`src/core/mwp_regs.svh`:
```
// Constants for the memory window paging block
`ifndef MWP_REGS_SVH
`define MWP_REGS_SVH

// ----------------------------------------
// Field widths
// ----------------------------------------
`define MWP_XA_W 6
`define MWP_SIZE_W 2
`define MWP_BASE_W 3

// ----------------------------------------
// Window size codes
// ----------------------------------------
`define MWP_SIZE_OFF 2'h0
`define MWP_SIZE_8K 2'h1
`define MWP_SIZE_16K 2'h2
`define MWP_SIZE_32K 2'h3

// ----------------------------------------
// Base codes and reset values
// ----------------------------------------
`define MWP_BASE_32K_MID_HI 2'h1
`define MWP_PIN_ASSIGN_RST 6'h00
`define MWP_SIZE_RST 2'h0
`define MWP_BASE_RST 3'h0
`define MWP_BANK_RST 6'h00
`define MWP_ROM_BANK_ZERO 3'h0

`endif

```
`src/core/mwp_pkg.sv`:
```
// Types shared by the memory window paging block
package mwp_pkg;

  // ----------------------------------------
  // Configuration carrier
  // ----------------------------------------
  typedef struct packed {
    logic [5:0] pin_assign_reg;
    logic [1:0] window1_size_field;
    logic [1:0] window2_size_field;
    logic [2:0] window1_base_field;
    logic [2:0] window2_base_field;
    logic [5:0] window1_bank_field;
    logic [5:0] window2_bank_field;
  } mwp_cfg_t;

  // ----------------------------------------
  // Window selected for the current access, one-hot
  // ----------------------------------------
  typedef enum logic [2:0] {
    MWP_SEL_NONE = 3'h1,
    MWP_SEL_W1 = 3'h2,
    MWP_SEL_W2 = 3'h4
  } mwp_sel_t;

endpackage

```
`src/core/mwp_pager.sv`:
```
// Memory window paging: bank expansion lines for a 16-bit CPU map
//
// Function
// Two independent windows, each disabled or sized 8, 16 or 32 Kbytes.
// Inside a window, expansion lines carry bank, low CPU bits carry offset.
// Shared pin is expansion output only when its assign bit is set.
// Used lower three expansion lines replace CPU address bits 15 to 13.
// Offset uses bits 12:0, 13:0 or 14:0; bank lines start above it.
// At most 64, 32 or 16 banks; lines reach bit 18.
// Software places bases on size multiples; 32K may also start mid-map.
// Mid-based 32K window drives inverted CPU bit 14 on line 14.
// Memory wires its address 14 to expansion line 14 for mid-base.
// Overlapping addresses belong to window 1.
// Size code 00 off, 01 8K, 10 16K, 11 32K.
// Bank register drives enabled lines inside its window; writes switch bank.
// Three-bit base gives window start top bits; size masks low ones.
// On-chip RAM repeats in every bank; ROM only where upper bits zero.
// Outside windows, plain CPU address on shared upper lines, no bank.
`timescale 1ns/1ps
`default_nettype none
`include "mwp_regs.svh"

module mwp_pager (
  // Clock, reset, enable
  input wire logic mclk,
  input wire logic reset_n,
  input wire logic ce,
  // Configuration load
  input wire logic cfg_we,
  input wire mwp_pkg::mwp_cfg_t cfg_in,
  output mwp_pkg::mwp_cfg_t cfg_q,
  // CPU access
  input wire logic [15:0] cpu_addr,
  input wire logic onchip_ram_hit,
  input wire logic onchip_rom_hit,
  // Address outputs
  output logic [12:0] ext_addr_lo_q,
  output logic [2:0] cpu_hi_addr_q,
  output logic [2:0] cpu_hi_oe_q,
  output logic onchip_sel_q,
  output logic window_active_q,
  output mwp_pkg::mwp_sel_t sel_q,
  // Shared port pins
  input wire logic [5:0] gpio_out,
  input wire logic [5:0] gpio_oe,
  output logic [5:0] gpio_in,
  input wire logic [5:0] pin_in,
  output logic [5:0] pin_out,
  output logic [5:0] pin_oe
);

  // ----------------------------------------
  // Configuration registers
  // ----------------------------------------
  mwp_pkg::mwp_cfg_t cfg_d;

  always_comb
  begin
    cfg_d = cfg_q;
    // new bank visible from next access
    if (cfg_we)
    begin
      cfg_d = cfg_in;
    end
  end

  always_ff @(posedge mclk)
  begin
    if (!reset_n)
    begin
      cfg_q <= '{`MWP_PIN_ASSIGN_RST, `MWP_SIZE_RST, `MWP_SIZE_RST,
                 `MWP_BASE_RST, `MWP_BASE_RST, `MWP_BANK_RST, `MWP_BANK_RST};
    end
    else if (ce)
    begin
      cfg_q <= cfg_d;
    end
  end

  // ----------------------------------------
  // Window decode
  // ----------------------------------------
  logic hit1;
  logic hit2;
  logic mid1;
  logic mid2;
  logic [5:0] xa1;
  logic [5:0] xa2;

  // two independent windows
  mwp_window_decode u_win1 (
    .size_field(cfg_q.window1_size_field),
    .base_field(cfg_q.window1_base_field),
    .bank_field(cfg_q.window1_bank_field),
    .cpu_addr(cpu_addr),
    .hit(hit1),
    .mid_base(mid1),
    .xa(xa1)
  );

  mwp_window_decode u_win2 (
    .size_field(cfg_q.window2_size_field),
    .base_field(cfg_q.window2_base_field),
    .bank_field(cfg_q.window2_bank_field),
    .cpu_addr(cpu_addr),
    .hit(hit2),
    .mid_base(mid2),
    .xa(xa2)
  );

  // ----------------------------------------
  // Address formation
  // ----------------------------------------
  logic [5:0] xa_d;
  logic [5:0] xa_q;
  logic [12:0] lo_d;
  logic [2:0] hi_d;
  logic [2:0] hi_oe_d;
  logic onchip_d;
  logic active_d;
  mwp_pkg::mwp_sel_t sel_d;

  always_comb
  begin
    // plain CPU address, no bank, outside windows
    xa_d = {3'h0, cpu_addr[15:13]};
    sel_d = mwp_pkg::MWP_SEL_NONE;
    // window 1 wins overlaps
    if (hit1)
    begin
      // bank on expansion lines
      xa_d = xa1;
      sel_d = mwp_pkg::MWP_SEL_W1;
    end
    else if (hit2)
    begin
      xa_d = xa2;
      sel_d = mwp_pkg::MWP_SEL_W2;
    end
    active_d = hit1 | hit2;
    // low CPU bits pass as offset
    lo_d = cpu_addr[12:0];
    hi_d = cpu_addr[15:13];
    // assigned low lines take over CPU bits 15:13
    hi_oe_d = ~cfg_q.pin_assign_reg[2:0];
    // RAM in all banks, ROM only in bank group zero
    onchip_d = onchip_ram_hit |
               (onchip_rom_hit & (!active_d | (xa_d[5:3] == `MWP_ROM_BANK_ZERO)));
  end

  always_ff @(posedge mclk)
  begin
    if (!reset_n)
    begin
      xa_q <= 6'h00;
      ext_addr_lo_q <= 13'h0000;
      cpu_hi_addr_q <= 3'h0;
      cpu_hi_oe_q <= 3'h7;
      onchip_sel_q <= 1'b0;
      window_active_q <= 1'b0;
      sel_q <= mwp_pkg::MWP_SEL_NONE;
    end
    else if (ce)
    begin
      xa_q <= xa_d;
      ext_addr_lo_q <= lo_d;
      cpu_hi_addr_q <= hi_d;
      cpu_hi_oe_q <= hi_oe_d;
      onchip_sel_q <= onchip_d;
      window_active_q <= active_d;
      sel_q <= sel_d;
    end
  end

  // ----------------------------------------
  // Shared pins
  // ----------------------------------------
  logic [5:0] pin_meta_q;
  logic [5:0] pin_sync_q;

  // Pin levels are asynchronous, hence two stages
  always_ff @(posedge mclk)
  begin
    if (!reset_n)
    begin
      pin_meta_q <= 6'h00;
      pin_sync_q <= 6'h00;
    end
    else if (ce)
    begin
      pin_meta_q <= pin_in;
      pin_sync_q <= pin_meta_q;
    end
  end

  always_comb
  begin
    gpio_in = pin_sync_q;
    // assign bit picks expansion or general use
    pin_out = (cfg_q.pin_assign_reg & xa_q) | (~cfg_q.pin_assign_reg & gpio_out);
    pin_oe = cfg_q.pin_assign_reg | gpio_oe;
  end
endmodule
`default_nettype wire

```
`src/core/mwp_window_decode.sv`:
```
// One window: address match and expansion line value
`timescale 1ns/1ps
`default_nettype none
`include "mwp_regs.svh"

module mwp_window_decode (
  // Window configuration
  input wire logic [1:0] size_field,
  input wire logic [2:0] base_field,
  input wire logic [5:0] bank_field,
  // CPU address
  input wire logic [15:0] cpu_addr,
  // Decode results
  output logic hit,
  output logic mid_base,
  output logic [5:0] xa
);

  always_comb
  begin
    hit = 1'b0;
    mid_base = 1'b0;
    // six bank lines, reaching XA18
    xa = bank_field;
    case (size_field)
      // size code decode
      `MWP_SIZE_OFF:
      begin
        hit = 1'b0;
      end
      // base uses top bits only
      `MWP_SIZE_8K:
      begin
        hit = (cpu_addr[15:13] == base_field);
      end
      `MWP_SIZE_16K:
      begin
        hit = (cpu_addr[15:14] == base_field[2:1]);
        // offset takes bit 13
        xa[0] = cpu_addr[13];
      end
      `MWP_SIZE_32K:
      begin
        mid_base = (base_field[2:1] == `MWP_BASE_32K_MID_HI);
        // mid base spans the two centre quarters
        hit = mid_base ? (cpu_addr[15] != cpu_addr[14]) : (cpu_addr[15] == base_field[2]);
        xa[0] = cpu_addr[13];
        // inverted bit 14 for mid base
        xa[1] = mid_base ? ~cpu_addr[14] : cpu_addr[14];
      end
      default:
      begin
        hit = 1'b0;
      end
    endcase
  end

endmodule
`default_nettype wire
```
`config.mk`:
```
export PLATFORM = sky130hd
export DESIGN_NAME = mwp_pager
export DESIGN_NICKNAME = d
export VERILOG_FILES = /design/src/core/mwp_pkg.sv /design/src/core/mwp_pager.sv /design/src/core/mwp_window_decode.sv
export VERILOG_INCLUDE_DIRS = /design/src /design/src/core
export SDC_FILE = /design/constraint.sdc
export NUM_CORES = 1
export LEC_CHECK = 0
export BUFFER_PORTS_ARGS = -buffer_cell sky130_fd_sc_hd__buf_2
export CAP_MARGIN = 0
export CORE_ASPECT_RATIO = 1.2
export CORE_MARGIN = 4
export CORE_UTILIZATION = 42
export CTS_CLUSTER_SIZE = 10
export DETAILED_ROUTE_END_ITERATION = 8
export GPL_ROUTABILITY_DRIVEN = 0
export HOLD_SLACK_MARGIN = 0.06
export PLACE_DENSITY_LB_ADDON = 0.08
export SETUP_SLACK_MARGIN = 0.15
export SLEW_MARGIN = 10
export SYNTH_ARGS = -nofsm -noshare
export SYNTH_HDL_FRONTEND = slang
export SYNTH_SLANG_ARGS = --single-unit
```
`constraint.sdc`:
```
create_clock -name mclk -period 1.55 [get_ports mclk]
set_input_delay 0.155 -clock mclk [delete_from_list [all_inputs] [get_ports mclk]]
set_output_delay 0.155 -clock mclk [all_outputs]
set_load 0.005 [all_outputs]
```
### Yosys cells after proc, flatten, opt, wreduce, memory -nomap -nowiden

Index checks and enable logic that the tools add are counted.

| storage, ports and cells | value |
|---|---|
| flip-flop bits (word level) | 70 |
| latch bits | 0 |
| RAM bits | 0 |
| ROM bits | 0 |
| input bits | 68 |
| output and inout bits | 70 |
| word-level logic and storage cells | 63 |
| memories kept | 0 |

| operators by class | value |
|---|---|
| add/subtract/negate cells | 0 |
| $mul | 0 |
| divide/modulo/power cells | 0 |
| magnitude comparators | 0 |
| equal/unequal tests | 15 |
| shift operators | 0 |
| mux-type cells | 14 |
| bitwise operators | 11 |
| reductions and logical operators | 7 |

Operators with widths:

| kind | number |
|---|---|
| bitwise AND 6 bit | 2 |
| two-way mux 6 bit | 2 |
| bitwise OR 6 bit | 2 |
| equality test 2 x 1 -> 1 bit, second input constant | 4 |
| equality test 2 bit, second input constant | 4 |
| two-way mux 1 bit | 8 |
| one-hot mux 1 bit (4 select lines) | 2 |
| equality test 3 bit | 2 |
| two-way mux 3 bit | 2 |
| NOT 6 bit | 1 |
| equality test 2 bit | 2 |
| zero test 2 bit | 2 |
| OR reduction 2 bit | 2 |
| zero test 3 bit | 1 |
| NOT 3 bit | 1 |
| bitwise OR 1 bit | 3 |
| equality test 1 bit | 2 |
| AND reduction 2 bit | 1 |
| bitwise AND 1 bit | 1 |
| zero test 1 bit | 1 |
| inequality test 1 bit | 1 |
| NOT 1 bit | 1 |

### Longest topological paths before layout

| depth | value |
|---|---|
| depth after elaboration | 9 |
| gate-level depth with buffers | 7 |
| mapped depth without buffers | 5 |

### Hierarchy

From an unflattened synthesis, not the netlist that was laid out.

| second synthesis, totals | value |
|---|---|
| cells, all modules | 334 |
| area total of the unflattened synthesis | 3,011.6 sq um |

Modules (own cells, without submodules):

| module | times used | cells each | area an instance (sq um) | seq. area each (sq um) |
|---|---|---|---|---|
| mwp_pager | 1 | 292 | 2,721.4 | 1,401.3 |
| mwp_window_decode | 2 | 21 | 145.1 | 0.0 |

### Least setup slack after synthesis

OpenSTA, ideal clock, no wires.

| path | value |
|---|---|
| kind | register to register |
| start | reg cfg_q[18] (netlist bit) |
| end | reg onchip_sel_q |
| setup time | 0.117 ns |
| arrival | 1.602 ns |
| required time | 1.433 ns |
| path slack | -0.169 ns |
| stages on the path, launching flop included | 6 |
| buffers on the path | 0 |
| clock period less this slack | 1.719 ns |
| cells stage by stage | dfxtp_1 > and4b_4 > or3_4 > a211oi_4 > o311ai_1 > a22o_1 |

| between the ends | value |
|---|---|
| longest elaborated chain between the ends | 8 |
| elaborated cells between the ends (all ways) | 13 |
| those cells by class | eq/ne (3); mux (3); bitwise (4); reduce/logical (3) |

Ends and longest elaborated chain:

| item | RTL line | RTL |
|---|---|---|
| start: declaration | mwp_pager.sv:31 | `output mwp_pkg::mwp_cfg_t cfg_q,` |
| start signal: assignment | mwp_pager.sv:71 | `` cfg_q <= '{`MWP_PIN_ASSIGN_RST, `MWP_SIZE_RST, `MWP_SIZE_RST, `` |
| start signal: assignment | mwp_pager.sv:76 | `cfg_q <= cfg_d;` |
| equality test 2 bit (tied with other cells) | mwp_window_decode.sv:25 | `case (size_field)` |
| one-hot mux 1 bit (4 select lines) (*) | mwp_window_decode.sv:25 |  |
| two-way mux 6 bit | mwp_pager.sv:135 | `else if (hit2)` |
| two-way mux 6 bit | mwp_pager.sv:129 | `if (hit1)` |
| zero test 3 bit (no source line) | -- |  |
| bitwise OR 1 bit (*) | mwp_pager.sv:148 | `` (onchip_rom_hit & (!active_d \| (xa_d[5:3] == `MWP_ROM_BANK_ZERO))); `` |
| bitwise AND 1 bit (*) | mwp_pager.sv:148 |  |
| bitwise OR 1 bit (*) | mwp_pager.sv:147 | `onchip_d = onchip_ram_hit \|` |
| end signal: assignment | mwp_pager.sv:169 | `onchip_sel_q <= onchip_d;` |
| end: declaration | mwp_pager.sv:40 | `output logic onchip_sel_q,` |

Every way passes the cells marked *; elsewhere a longest branch is shown, timed or not.
A chain may end at the register's enable or synchronous reset.

### Worst setup path after layout

| path | value |
|---|---|
| start | reg cfg_q[18] (netlist bit) |
| end | reg xa_q[5] |

| between the ends | value |
|---|---|
| longest elaborated chain between the ends | 4 |
| elaborated cells between the ends (all ways) | 7 |
| those cells by class | eq/ne (3); mux (3); reduce/logical (1) |

Ends and longest elaborated chain:

| item | RTL line | RTL |
|---|---|---|
| equality test 2 bit (tied with other cells) | mwp_window_decode.sv:25 |  |
| one-hot mux 1 bit (4 select lines) (*) | mwp_window_decode.sv:25 |  |
| two-way mux 6 bit (*) | mwp_pager.sv:135 |  |
| two-way mux 6 bit (*) | mwp_pager.sv:129 |  |
| end signal: assignment | mwp_pager.sv:155 | `xa_q <= 6'h00;` |
| end signal: assignment | mwp_pager.sv:165 | `xa_q <= xa_d;` |
| end: declaration | mwp_pager.sv:115 | `logic [5:0] xa_q;` |

Marked as above.

==> out/results.ini <==
[outcome]
result_of_the_run = complete, but fails checks
violated_checks = setup timing

[synth]
ys.flop_type = sky130_fd_sc_hd__dfxtp_1
synth_largest_area_cell = sky130_fd_sc_hd__dfxtp_1
post-synth-top-area-fraction_pct = 45.47
synthesis.nets = 407
synthCells = 339
number_of_enable_flip_flop_cells_after_synthesis = 0
post_synthesis_cell_area_um2 = 3082
synth.avg_cell_area_um2 = 9.091
postSynth.asyncResetShare_pct = 0
yosys_reg_bits = 70
synth_warnings = 0
netlist-cell-type-count = 42
sequential_share_of_the_synthesized_area_pct = 45.47
synth_common_cells = sky130_fd_sc_hd__dfxtp_1, sky130_fd_sc_hd__nand2_1, sky130_fd_sc_hd__nor2b_1, sky130_fd_sc_hd__mux2i_1, sky130_fd_sc_hd__a21boi_0
synthTopCellsByArea = sky130_fd_sc_hd__dfxtp_1, sky130_fd_sc_hd__mux2i_1, sky130_fd_sc_hd__nand2_1, sky130_fd_sc_hd__a21boi_0, sky130_fd_sc_hd__nor2b_1

[grt]
grt_pass1_wl_um = 13410
antenna_found_initial = 0
global_route.usage.total_pct = 19.21
grt_max_degree = 28
first_global_vias = 2853
overflow = 0

[power]
power.density_cell_area_nw_per_um2 = 894.7
totalPowerFinal_mw = 4.019
ir_worst_vdd_mv = 0.4926
p_leak_nw = 2.079

[finish]
multi_input_area_um2 = 1642
fillerInstances = 599
fin_nets = 581
postLayoutCellArea_um2 = 4492
ff_latch_area_um2 = 1423
n_antenna_cell = 0
final-instance-count-excl-fill = 603
finish.utilization_pct = 64.37
area_growth_pct = 45.76
post_route_cells_drive_above_1_share_pct = 43.02

[die]
die-area_um2 = 8778
initial_utilization_pct = 44.16
die-width_um = 86.20
die_y_um = 101.8
floorplan.core_area_um2 = 6978
boundaryPins = 138
core.rowCount = 33

[sta]
slew_headroom_pct = 69.71
finalCritPeriodShare_pct = 107.7
worst_slack_ps = -120.1
worst-slew-pin-transition_ps = 454.4
grt_setup_unrepaired = true
worst_clock_skew_ps = 7.323
setup-violations-final = 8
finalMaxSlewViolations = 0
timing.final.hold_violations = 0
maxClockFrequency_mhz = 598.8
layout_min_cycle_time_ps = 1670

[setup_path]
worst_path_dominant_cell_family = simple AND/OR/NAND/NOR gates
critical_path.slowest_cell = sky130_fd_sc_hd__or3_4
crit_buf_inv = 2
worstPathRequired_ps = 1810
number_of_cells_on_the_critical_path = 7
timing.reg2reg.worst_path_depth = 7
crit_path_max_incr_delay_ps = 340
path_class = reg2reg
critical_path_launch_point_type = flop
critical_path.max_fanout = 5
worstPathCellList = and4b_4, or3_4, a211oi_4, buf_4, buf_6, nand3_2, a31oi_1
critical_path_arrival_ps = 1930
endpoint_kind = flop

[flow_run]
cap_viol_max_count = 0

[place]
detailed_place.area_um2 = 4010
place_worst_setup_slack_ps = -101.7
place.detailed.instances = 568
portBuffers = 137
dpl.hpwl_um = 6277

[routing]
detailroute.via_count = 3023
route.antenna.remaining_nets = 0
drc_errors_left = 0
route.detailed.vias_per_inst = 5.013
detail_route.wirelength_um = 8690
routed_wire_length_per_instance_um = 14.41
drt_iter0_markers = 85
drt-pass1-iter-count = 4

[clock_network]
numCtsBuffers = 9
clock-sinks = 70
cts_buffer_depth = 2
clk_latency_worst_skew_pair_ps = 330
clk_transition_reported_paths_ps = 70
cts-htree-levels = 3
root_buffer = sky130_fd_sc_hd__clkbuf_8
tritoncts = yes

[min_path]
worst_hold_path_type = in2reg
worstHoldPathCells = 3

-- cells by family after synthesis --
logic type / after synthesis / share of synthesized area [%]
flip-flops: 70 / 45.47
AO/OA/AOI/OAI: 66 / 15.23
multiplexers: 38 / 12.63
AND/OR/NAND/NOR: 133 / 21.52
XOR/XNOR: 6 / 1.705
buffers and inverters: 26 / 3.451
-- power by group --
group          internal, mW  leakage, nW  total, mW  switching (mW)
clock network         0.816       0.0956       1.43           0.615
logic                 0.351         1.40      0.633           0.282
registers              1.89        0.580       1.95          0.0660
total                  3.06         2.08       4.02           0.963
-- cell type report --
type	instances	share of cell area (%)
Inverter	2	0.1671
Timing Repair Buffer	187	24.99
Clock buffer	13	3.538
Tap cell	87	2.423
Clock inverter	1	0.6685
Sequential cell	70	31.67
Multi-Input combinational cell	243	36.55
-- placed cells by master, fill, tap and decap left out, drive strengths merged, types with 4 or more instances in the layout --
cell,synthesis,layout
a31oi,7,7
a21boi,29,29
or2,6,6
nor2b,34,34
mux2i,31,31
clkbuf,21,13
nand2,70,70
mux2,7,7
nand3,5,5
xnor2,6,6
nor2,4,4
a21oi,7,7
dlygate4sd3,0,16
dfxtp,70,70
o21ai,11,11
buf,3,171
-- layer usage --
metal | vias up | part of all wire, % | GRT usage (%)
li1 | 1504 | - | -
met1 | 1365 | 42 | 23.07
met4 | 0 | 2.3 | 7.554
met3 | 24 | 8.6 | 5.081
met5 | - | 0 | 0
met2 | 130 | 47 | 32.82
-- final timing paths --
check / endpoint / slack (ps) / from
setup / recovery: xa_q[5] / -120 / cfg_q[18]
hold / removal: cfg_q[5] / 70 / cfg_in[5]
setup reg to reg: xa_q[5] / -120 / cfg_q[18]
hold reg to reg: cpu_hi_oe_q[1] / 480 / cpu_hi_oe_q[1]
-- metrics by stage --
stage	setup TNS (ps)	hold slack [ps]
finish	-672.1	71.55
global route	-1135	71.97
CTS	-239.1	61.64
detailed placement	-457.2	414.6
global placement	-197.8	404.2
floorplan	-153.5	292.4
-- worst register-to-register path, stage by stage (launching register included) --
cell                       delay [ps]
sky130_fd_sc_hd__dfxtp_2          320
sky130_fd_sc_hd__and4b_4          200
sky130_fd_sc_hd__or3_4            350
sky130_fd_sc_hd__a211oi_4         230
sky130_fd_sc_hd__buf_4            170
sky130_fd_sc_hd__buf_6            120
sky130_fd_sc_hd__nand3_2           50
sky130_fd_sc_hd__a31oi_1          160
-- sequential cells by signal, indices dropped and copies added, names as in the netlist --
name,cells
cfg_q,28
ext_addr_lo_q,13
onchip_sel_q,1
window_active_q,1
cpu_hi_addr_q,3
gpio_in,6
cpu_hi_oe_q,3
xa_q,6
pin_meta_q,6
sel_q,3
-- what timing repair did --
item                                   4_1_cts  5_1_grt
setup buffers                                1        3
setup endpoints to repair                   13       12
endpoints found under the hold margin       16        0
resized for setup                           12       18
hold buffers                                16        0
pin swaps                                    7        9
gates cloned                                 0        1
(Power assumes the default switching activity.)
